--- config.mk ---
export PLATFORM = sky130hd
export DESIGN_NAME = vref_temp_ctrl
export DESIGN_NICKNAME = d
export VERILOG_FILES = /design/src/design/vref_pkg.sv /design/src/design/settle_timer.sv /design/src/design/vref_temp_ctrl.sv
export SDC_FILE = /design/constraint.sdc
export NUM_CORES = 1
export LEC_CHECK = 0
export ABC_AREA = 1
export BUFFER_PORTS_ARGS = -buffer_cell sky130_fd_sc_hd__buf_2
export CAP_MARGIN = 20
export CORE_UTILIZATION = 30
export CTS_CLUSTER_SIZE = 40
export DETAILED_ROUTE_END_ITERATION = 12
export GPL_ROUTABILITY_DRIVEN = 0
export SLEW_MARGIN = 40
export SYNTH_ARGS = -nofsm -noshare
export SYNTH_HDL_FRONTEND = slang
export SYNTH_SLANG_ARGS = --single-unit
--- constraint.sdc ---
create_clock -name aclk -period 1.4 [get_ports aclk]
set_input_delay 0.21 -clock aclk [delete_from_list [all_inputs] [get_ports aclk]]
set_output_delay 0.21 -clock aclk [all_outputs]
set_load 0.02 [all_outputs]
--- src/design/vref_pkg.sv ---
// Register map, field layout and timing constants of the reference control block
package vref_pkg;
  localparam logic [3:0] CTRL_ADDR = 4'h0;
  localparam logic [3:0] STAT_ADDR = 4'h4;
  localparam logic [3:0] SYS_ADDR = 4'h8;
  localparam int EN_BIT = 7;
  localparam int RDY_BIT = 6;
  localparam int TEMP_SENSOR_ENABLE_BIT = 5;
  localparam int TEMP_RANGE_SELECT_BIT = 4;
  localparam int GAIN_LSB = 0;
  localparam logic [7:0] CTRL_WMASK = 8'hB3;
  localparam logic [7:0] CTRL_RESET = 8'h00;
  localparam logic [1:0] GAIN_OFF = 2'h0;
  localparam logic [1:0] GAIN_1X = 2'h1;
  localparam logic [1:0] GAIN_2X = 2'h2;
  localparam logic [1:0] GAIN_4X = 2'h3;
  localparam logic [2:0] OSC_CFG_INTERNAL_OSCILLATOR = 3'h4;
  localparam logic [2:0] FREQ_SEL_HI3 = 3'h0;
  localparam logic [1:0] BOR_ALWAYS = 2'h3;
  localparam logic [1:0] BOR_NO_SLEEP = 2'h2;
  localparam logic [1:0] BOR_SOFT = 2'h1;
  localparam int SETTLE_NS = 25000;
  localparam int CLK_PERIOD_NS = 25;
  localparam int SETTLE_CYCLES = (SETTLE_NS + CLK_PERIOD_NS - 1) / CLK_PERIOD_NS;
  localparam int SETTLE_W = 11;
  localparam logic [1:0] RESP_OKAY = 2'h0;
  localparam logic [1:0] RESP_SLVERR = 2'h2;
endpackage : vref_pkg

--- src/design/settle_timer.sv ---
// Stabilisation timer that raises ready after the enable has stood long enough
module settle_timer
  import vref_pkg::*;
(
  input wire logic aclk,
  input wire logic aresetn,
  input wire logic ce,
  input wire logic enable,
  output logic settled
);
  logic [SETTLE_W-1:0] count;
  logic [SETTLE_W-1:0] next_count;
  logic next_settled;

  always_comb begin
    next_count = count;
    next_settled = settled;
    if (!enable) begin
      next_count = '0;
      next_settled = 1'b0;
    end else if (count == SETTLE_W'(SETTLE_CYCLES - 1)) begin
      next_settled = 1'b1;
    end else begin
      next_count = count + SETTLE_W'(1);
    end
  end

  always_ff @(posedge aclk) begin
    if (!aresetn) begin
      count <= '0;
      settled <= 1'b0;
    end else if (ce) begin
      count <= next_count;
      settled <= next_settled;
    end
  end
endmodule : settle_timer

--- src/design/vref_temp_ctrl.sv ---
// Control/status register for the fixed reference and temperature indicator
//
// The address map and register access over AXI4-Lite were decided locally.
module vref_temp_ctrl
  import vref_pkg::*;
(
  input wire logic aclk,
  input wire logic aresetn,
  input wire logic ce,
  input wire logic std_voltage_variant,
  input wire logic [2:0] osc_config,
  input wire logic [3:0] internal_osc_freq_select,
  input wire logic [1:0] brownout_enable_config,
  input wire logic brownout_fast_start,
  input wire logic regulator_power_mode,
  input wire logic sleeping,
  input wire logic [3:0] s_axi_awaddr,
  input wire logic s_axi_awvalid,
  output logic s_axi_awready,
  input wire logic [31:0] s_axi_wdata,
  input wire logic [3:0] s_axi_wstrb,
  input wire logic s_axi_wvalid,
  output logic s_axi_wready,
  output logic [1:0] s_axi_bresp,
  output logic s_axi_bvalid,
  input wire logic s_axi_bready,
  input wire logic [3:0] s_axi_araddr,
  input wire logic s_axi_arvalid,
  output logic s_axi_arready,
  output logic [31:0] s_axi_rdata,
  output logic [1:0] s_axi_rresp,
  output logic s_axi_rvalid,
  input wire logic s_axi_rready,
  output logic reference_enable,
  output logic reference_ready_flag,
  output logic temp_sensor_enable,
  output logic temp_range_select,
  output logic [2:0] adc_ref_gain,
  output logic reference_required
);

  // Gain code to multiplier (0 means buffer off)
  function automatic logic [2:0] gain_of(input logic [1:0] code);
    case (code)
      GAIN_4X: gain_of = 3'h4;
      GAIN_2X: gain_of = 3'h2;
      GAIN_1X: gain_of = 3'h1;
      default: gain_of = 3'h0;
    endcase
  endfunction : gain_of

  // Pin-side inputs: three-stage synchronisers
  localparam int NSYNC = 13;
  logic [NSYNC-1:0] pin_raw;
  logic [NSYNC-1:0] s1;
  logic [NSYNC-1:0] s2;
  logic [NSYNC-1:0] s3;
  logic [NSYNC-1:0] pin_q;
  logic [NSYNC-1:0] next_pin_q;

  assign pin_raw = {std_voltage_variant, osc_config, internal_osc_freq_select,
                    brownout_enable_config, brownout_fast_start, regulator_power_mode, sleeping};

  always_comb begin
    next_pin_q = pin_q;
    for (int i = 0; i < NSYNC; i++) begin
      if (s2[i] == s3[i]) begin
        next_pin_q[i] = s3[i];
      end
    end
  end

  always_ff @(posedge aclk) begin
    if (!aresetn) begin
      s1 <= '0;
      s2 <= '0;
      s3 <= '0;
      pin_q <= '0;
    end else if (ce) begin
      s1 <= pin_raw;
      s2 <= s1;
      s3 <= s2;
      pin_q <= next_pin_q;
    end
  end

  logic std_q;
  logic [2:0] osc_q;
  logic [3:0] freq_q;
  logic [1:0] bor_q;
  logic bfs_q;
  logic vpm_q;
  logic sleep_q;
  assign {std_q, osc_q, freq_q, bor_q, bfs_q, vpm_q, sleep_q} = pin_q;

  // Requirement terms from other on-chip functions
  logic req_osc;
  logic req_bor;
  logic req_reg;
  assign req_osc = (osc_q == OSC_CFG_INTERNAL_OSCILLATOR) && (freq_q[3:1] == FREQ_SEL_HI3) && !sleep_q;
  assign req_bor = (bor_q == BOR_ALWAYS) ||
                   (((bor_q == BOR_NO_SLEEP) || (bor_q == BOR_SOFT)) && bfs_q);
  assign req_reg = std_q && vpm_q && !sleep_q;

  // Control register
  logic [7:0] ctrl;
  logic [7:0] next_ctrl;
  logic settled;
  logic ready_now;
  logic req_any;

  settle_timer u_settle (
    .aclk(aclk),
    .aresetn(aresetn),
    .ce(ce),
    .enable(ctrl[EN_BIT] | req_any),
    .settled(settled)
  );

  assign req_any = req_osc | req_bor | req_reg;
  assign ready_now = std_q | settled;

  // AXI4-Lite write path: address and data may arrive in either order
  logic aw_held;
  logic w_held;
  logic [3:0] aw_addr;
  logic [31:0] w_data;
  logic [3:0] w_strb;
  logic next_aw_held;
  logic next_w_held;
  logic [3:0] next_aw_addr;
  logic [31:0] next_w_data;
  logic [3:0] next_w_strb;
  logic next_awready;
  logic next_wready;
  logic next_bvalid;
  logic [1:0] next_bresp;
  logic do_write;

  always_comb begin
    next_aw_held = aw_held;
    next_w_held = w_held;
    next_aw_addr = aw_addr;
    next_w_data = w_data;
    next_w_strb = w_strb;
    next_bvalid = s_axi_bvalid;
    next_bresp = s_axi_bresp;
    next_ctrl = ctrl;
    do_write = 1'b0;
    if (s_axi_awvalid && s_axi_awready) begin
      next_aw_held = 1'b1;
      next_aw_addr = s_axi_awaddr;
    end
    if (s_axi_wvalid && s_axi_wready) begin
      next_w_held = 1'b1;
      next_w_data = s_axi_wdata;
      next_w_strb = s_axi_wstrb;
    end
    if (s_axi_bvalid && s_axi_bready) begin
      next_bvalid = 1'b0;
    end
    if (aw_held && w_held && !s_axi_bvalid) begin
      do_write = 1'b1;
      next_aw_held = 1'b0;
      next_w_held = 1'b0;
      next_bvalid = 1'b1;
      next_bresp = RESP_OKAY;
      if (aw_addr[3:2] == CTRL_ADDR[3:2]) begin
        if (w_strb[0]) begin
          // Ready and unused bits keep their value
          next_ctrl = (ctrl & ~CTRL_WMASK) | (w_data[7:0] & CTRL_WMASK);
        end
      end else if (aw_addr[3:2] != STAT_ADDR[3:2] && aw_addr[3:2] != SYS_ADDR[3:2]) begin
        next_bresp = RESP_SLVERR;
      end
    end
    next_awready = !next_aw_held && !next_bvalid;
    next_wready = !next_w_held && !next_bvalid;
  end

  always_ff @(posedge aclk) begin
    if (!aresetn) begin
      ctrl <= CTRL_RESET;
      aw_held <= 1'b0;
      w_held <= 1'b0;
      aw_addr <= '0;
      w_data <= '0;
      w_strb <= '0;
      s_axi_awready <= 1'b0;
      s_axi_wready <= 1'b0;
      s_axi_bvalid <= 1'b0;
      s_axi_bresp <= RESP_OKAY;
    end else if (ce) begin
      ctrl <= next_ctrl;
      aw_held <= next_aw_held;
      w_held <= next_w_held;
      aw_addr <= next_aw_addr;
      w_data <= next_w_data;
      w_strb <= next_w_strb;
      s_axi_awready <= next_awready;
      s_axi_wready <= next_wready;
      s_axi_bvalid <= next_bvalid;
      s_axi_bresp <= next_bresp;
    end
  end

  // Read path: one read at a time, answer registered on the accepting edge
  logic next_arready;
  logic next_rvalid;
  logic [31:0] next_rdata;
  logic [1:0] next_rresp;
  logic [7:0] ctrl_view;

  always_comb begin
    ctrl_view = ctrl;
    ctrl_view[RDY_BIT] = ready_now;
    ctrl_view[3:2] = 2'h0;
    next_arready = s_axi_arready;
    next_rvalid = s_axi_rvalid;
    next_rdata = s_axi_rdata;
    next_rresp = s_axi_rresp;
    if (s_axi_rvalid && s_axi_rready) begin
      next_rvalid = 1'b0;
    end
    if (s_axi_arvalid && s_axi_arready) begin
      next_arready = 1'b0;
      next_rvalid = 1'b1;
      next_rresp = RESP_OKAY;
      case (s_axi_araddr[3:2])
        CTRL_ADDR[3:2]: next_rdata = {24'h0, ctrl_view};
        STAT_ADDR[3:2]: next_rdata = {29'h0, req_any, settled, ready_now};
        SYS_ADDR[3:2]: next_rdata = {29'h0, req_reg, req_bor, req_osc};
        default: begin
          next_rdata = 32'h0;
          next_rresp = RESP_SLVERR;
        end
      endcase
    end else if (!s_axi_rvalid && !next_rvalid) begin
      next_arready = 1'b1;
    end
  end

  always_ff @(posedge aclk) begin
    if (!aresetn) begin
      s_axi_arready <= 1'b0;
      s_axi_rvalid <= 1'b0;
      s_axi_rdata <= '0;
      s_axi_rresp <= RESP_OKAY;
    end else if (ce) begin
      s_axi_arready <= next_arready;
      s_axi_rvalid <= next_rvalid;
      s_axi_rdata <= next_rdata;
      s_axi_rresp <= next_rresp;
    end
  end

  // Analog-side controls, registered so outputs come from flip-flops
  always_ff @(posedge aclk) begin
    if (!aresetn) begin
      reference_enable <= 1'b0;
      reference_ready_flag <= 1'b0;
      temp_sensor_enable <= 1'b0;
      temp_range_select <= 1'b0;
      adc_ref_gain <= 3'h0;
      reference_required <= 1'b0;
    end else if (ce) begin
      // Other functions may force the reference on regardless of software
      reference_enable <= ctrl[EN_BIT] | req_any;
      reference_ready_flag <= ready_now;
      temp_sensor_enable <= ctrl[TEMP_SENSOR_ENABLE_BIT];
      temp_range_select <= ctrl[TEMP_RANGE_SELECT_BIT];
      adc_ref_gain <= gain_of(ctrl[GAIN_LSB+1:GAIN_LSB]);
      reference_required <= req_any;
    end
  end
endmodule : vref_temp_ctrl

# == After elaboration in Yosys (flattened, before gate mapping) ==
# Index checks and enable logic that the tools add are counted.
# W data, S select, Z words.
# word_totals
regBits,135
# op_classes
addsub,1
n_eq_ne,26
n_mux,19
bitwise,5
n_reduce_logical,50
# ops
cell,count
$reduce_and A2 Y1,19
$pmux W8 S3,1
$mux W11,2
$logic_and A1 B1 Y1,16
$eq A1 B1 Y1,12
$mux W1,12
$add A11 B1 Y11 const B,1
$eq A11 B10 Y1 const B,1
$eq A2 B2 Y1 const B,5
$pmux W3 S3,1
$or A7 B8 Y8,1
$logic_not A1 Y1,7
$eq A2 B1 Y1 const B,3
$mux W2,3
$ne A2 B2 Y1 const B,3
$logic_not A2 Y1,2
$or A1 B1 Y1,4
$reduce_and A4 Y1,1
$eq A3 B3 Y1 const B,1
$logic_not A3 Y1,1
$reduce_or A3 Y1,1
$logic_or A1 B1 Y1,2
$ne A2 B1 Y1 const B,1
$reduce_bool A2 Y1,1

# == Depth between registers and ports, before layout ==
# logic_depth
depth_word,9
mapped_depth,10
depth_no_buf,10

# == Hierarchy ==
# Synthesis repeated with hierarchy kept, for this count alone.
# unflattened
hier_cells,575
area_unflattened_um2,4294.1
# by_module_without_submodules
mod,n_inst,cells_per_inst,area_per_inst_um2
vref_temp_ctrl,1,455,3469.6
settle_timer,1,120,824.5

# == Worst setup path after synthesis ==
# Ideal clock, no wire load.
# synth_timing
kind,register -> register
startpoint,register pin_q[3]
endpoint,register u_settle.count[6]
arrival_time_ns,1.368
required_time_ns,1.291
path_slack_ns,-0.077
path_stages_with_launch,11
period_less_slack_ns,1.477
path_cell_list,dfxtp_1 ha_1 nand2_1 nand2_1 nor2_1 nand4_2 buf_4 nand3_1 nand2_1 nand2_1 inv_1
# synth_between
elab_chain_len,9
word_cells_on_any_way,12
# synth_rtl
item,line_no,source
"start, declared",vref_temp_ctrl.sv:58,logic [NSYNC-1:0] pin_q;
"start signal, assigned",vref_temp_ctrl.sv:83,pin_q <= next_pin_q;
$eq A2 B2 Y1 or $eq A2 B1 Y1 (tied branches),vref_temp_ctrl.sv:102,(((bor_q == BOR_NO_SLEEP) || (bor_q == BOR_SOFT)) && bfs_q);
$logic_or A1 B1 Y1,vref_temp_ctrl.sv:102,
$logic_and A1 B1 Y1,vref_temp_ctrl.sv:102,
$logic_or A1 B1 Y1 *,vref_temp_ctrl.sv:101,assign req_bor = (bor_q == BOR_ALWAYS) ||
$or A1 B1 Y1 * (2 in a row),vref_temp_ctrl.sv:120,assign req_any = req_osc | req_bor | req_reg;
$or A1 B1 Y1 *,vref_temp_ctrl.sv:116,".enable(ctrl[EN_BIT] | req_any),"
$ne A2 B2 Y1 (no line),n/a,
$reduce_and A2 Y1 (no line),n/a,
"end signal, assigned",settle_timer.sv:33,count <= next_count;
"end, declared",settle_timer.sv:11,logic [SETTLE_W-1:0] count;
# Mark *: on every way between the ends. The rest lies on a longest branch, timed or not.
# A chain may end at the register's enable or synchronous reset.

# == Worst setup path in the final report ==
# layout_timing
startpoint,register pin_q[4]
endpoint,register u_settle.count[0]
# Same word-level chain as after synthesis.

==> impl_results.rst <==
.. list-table::
   :header-rows: 1

   * - Metric
     - Value
   * - Reg-to-reg slack, setup
     - -70 ps
   * - Data arrival time of the critical path
     - about 1700 ps
   * - Number of placed I/O pins
     - 114
   * - Worst-case vdd ir drop
     - 0.616 mV
   * - Total Wirelength
     - 9570 um
   * - Fraction of the cycle the final worst path needs
     - 105%
   * - Library cells used by synthesis
     - 31
   * - Post-DP HPWL
     - 6600 um
   * - Vias per std cell
     - ~4.7
   * - Final worst slack
     - -70.2 ps
   * - Router iterations before antenna repair
     - 5
   * - TritonCTS Buffers
     - 9
   * - Total via count in the routed design
     - 3673
   * - Number of endpoints with negative hold slack in the final report
     - 0
   * - Total placed cells including tap cells
     - 765
   * - Core utilization of the finished layout
     - 38.5%
   * - Worst reg2reg startpoint
     - pin_q[4]
   * - Mux share of post-synthesis cell area
     - 0%
   * - Buffers from clock root to sink, at most
     - 2
   * - Hold-fix buffers, CTS
     - 0
   * - Most instantiated library cell after synthesis
     - dfxtp_1
   * - Failing checks
     - negative setup slack
   * - Worst-skew pair later-pin latency
     - 340 ps
   * - Leakage power figure
     - 2.08 nW
   * - Number of antenna diodes
     - 0
   * - Share of post-route cells with drive strength above 1
     - 24.4%
   * - Wire length of the first global-routing pass
     - 15800 um
   * - Standard-cell row count
     - 42
   * - Number of sinks handled by clock tree synthesis
     - 97
   * - Floorplan die area
     - 14100 sq um
   * - Dominant register cell in the synthesized netlist
     - dfxtp_1
   * - Overflow left after global routing
     - 0
   * - Count of flip-flops with a built-in enable after synthesis
     - 0
   * - XOR/XNOR Fraction of Synth Area
     - less than 1%
   * - Area of all placed cells without fillers
     - between 5000 and 6000 sq um
   * - Cell Area, Placed
     - about 4600 sq um
   * - Reg2Reg Capture Point
     - u_settle.count[0]
   * - Worst hold path class
     - in2reg
   * - Areal power density over the cells
     - 1170 nW/um^2
   * - Die span in x
     - 119 um
   * - Endpoint of the worst setup timing path
     - u_settle.count[0]
   * - Area share of fa/ha/maj cells after synthesis
     - 0.613%
   * - TritonCTS clock tree
     - yes
   * - CTS clk-pin slew, worst paths
     - ~70 ps
   * - Crit path time final
     - between 1000 and 1500 ps
   * - Initial Utilization
     - 30.8%
   * - Area growth, synth to finish
     - 24.8%
   * - Root buffer cell
     - clkbuf_16
   * - Placeable core region
     - 13200 sq um
   * - Total of max-cap violations
     - 0
   * - Startpoint type of the worst setup path
     - register
   * - Fraction of the mapped netlist area in compound gates
     - 20.9%
   * - Maximum frequency from static timing analysis
     - 680 MHz
   * - Total standard cell area after synthesis
     - 4080 sq um
   * - Setup repair after global routing missed its margin
     - yes
   * - Share of the synthesized area in the top cell type
     - 47.6%
   * - Fin Clk Skew
     - 6.73 ps
   * - Remaining number of nets flagged by the antenna check after routing
     - 0
   * - Count of fill cells added during filler insertion
     - 1364
   * - Instance count of the mapped netlist
     - 534
   * - Critical path origin
     - pin_q[4]
   * - Main combinational cell family by area after synthesis
     - compound AO/OA/AOI/OAI gates
   * - Largest net degree at the start of global routing
     - 54
   * - Highest fanout seen on the critical path
     - 7
   * - Remaining design rule violation count
     - 0
   * - #FFs+latches synth
     - 97
   * - Final instance count without filler cells
     - 786
   * - Share of flip-flops with an asynchronous set or reset after synthesis
     - 0%
   * - Setup Crit Path Kind
     - reg2reg
   * - Chip Height
     - approximately 120 um
   * - Total setup violations reported at the end of the flow
     - 10
   * - NumNets Final
     - around 670
   * - Synth cell count leaders
     - dfxtp_1, o21ai_0, a21oi_1
   * - Avg WL per Cell
     - 12.2 um
   * - Via count of the first global-routing pass
     - about 3.5k
   * - Number of violations reported at the end of detailed-routing iteration 0
     - 171
   * - Capturing element type of the critical path
     - register
   * - Number of port buffers
     - 51
   * - Critical path data required time
     - between 1500 and 2000 ps
   * - Yosys synthesis warning count
     - 0
   * - Simple-Gate Fraction of Synth Area
     - between 10% and 20%
   * - Count of pins over their slew limit
     - 0
   * - Maximum level of the CTS H-tree
     - 3
   * - Biggest area consumer among synthesized cells
     - dfxtp_1
   * - Outcome
     - finished, violations left
   * - Worst-case reg-to-reg path depth
     - 9
   * - Post-synthesis area per instance
     - roughly 7.6 sq um
   * - Sequential fraction of the synthesis area
     - 47.6%
   * - Cells taking the most area after synthesis
     - dfxtp_1, o21ai_0, a21oi_1
   * - Combined global-route utilization of all metal layers
     - 14.0%
   * - Antenna violations before repair
     - 0
[worst max-delay path, stage by stage (launching register included)]
cell and delay [ps]:
dfxtp_2 330, ha_4 240, nand2_4 60, nand2_4 60, nor2_4 120, nand4_4 180
nand2_4 170, clkinv_4 60, nor2_2 100, nor2_1 40
[layout make-up]
cell class,instances,area [sq um],share of cell area [%]
clock buffers,10,239,4.69
flip-flops and latches,97,1950,38.3
multi-input cells,363,1880,36.9
repair buffers,85,543,10.7
clock inverters,6,75.1,1.47
well taps,176,220,4.32
inverters,49,189,3.71
[repair_timing]
action                                  in CTS  in global routing
buffers inserted                             0                  4
gates cloned                                 1                  0
pin swaps                                    7                  9
endpoints found under the setup margin      14                 17
gates resized for setup                     17                 27
[stage by stage]
step,setup TNS [ps],worst slack [ps],power (mW),hold slack (ps)
after floorplan,0,2.96,3.37,345
after global placement,-1590,-192,3.47,430
after detailed placement,-2060,-215,3.49,439
after CTS,-329,-61.2,6.03,82.5
after global routing,-1110,-156,6.26,100
final,-278,-70.2,5.98,91.1
[how the worst min path moves through the flow]
stage	endpoint	from	slack (ps)	depth (start not counted)
2_1_floorplan	s1[1]	regulator_power_mode	340	2
3_3_place_gp	w_data[7]	w_data[7]	430	2
3_5_place_dp	w_data[7]	w_data[7]	440	2
4_1_cts	s1[9]	osc_config[0]	80	3
5_1_grt	s1[8]	internal_osc_freq_select[3]	100	3
6_report	s1[9]	osc_config[0]	90	3
[kinds of logic (layout without fill, tap and decap cells)]
group,after synthesis,after routing
AO/OA/AOI/OAI,161,161
XOR/XNOR,1,1
adder cells (fa/ha/maj),2,2
buffers and inverters,101,150
flip-flops,97,97
other,1,27
AND/OR/NAND/NOR,171,172
[state kept, by name, summed over array words and instances (netlist names), 2 cells and up]
register        flops
w_data              5
ctrl                5
aw_addr             2
pin_q              12
s2                 12
s3                 12
s1                 12
s_axi_rdata         7
adc_ref_gain        3
u_settle.count     11
[layer usage]
metal,global-route usage [%],share of wire [%],up-vias
li1,-,-,1854
met5,0,0,-
met4,5.22,1.2,0
met1,16.1,46,1728
met3,2.70,3.3,7
met2,25.6,50,84
[cell usage in the layout (no fill, tap or decap), types with 5 or more instances in the layout]
master,Yosys,final
a21oi_1,71,63
a21oi_2,0,8
a221oi_1,6,6
buf_2,7,51
buf_4,29,30
clkbuf_16,0,9
conb_1,1,27
dfxtp_1,97,92
dfxtp_2,0,5
inv_1,46,45
nand2_1,65,58
nand2_2,2,7
nand2_4,2,5
nand3_1,19,17
nand4_1,5,5
nor2_1,69,61
nor2_2,1,6
o21ai_0,75,74
[power breakdown]
part / internal, mW / switching, mW / leakage [nW]
Combinational: 0.175 / 0.358 / 1.13
Sequential: 2.86 / 0.0539 / 0.795
Clock: 1.46 / 1.07 / 0.151
Power figures use the tool's default switching activity.
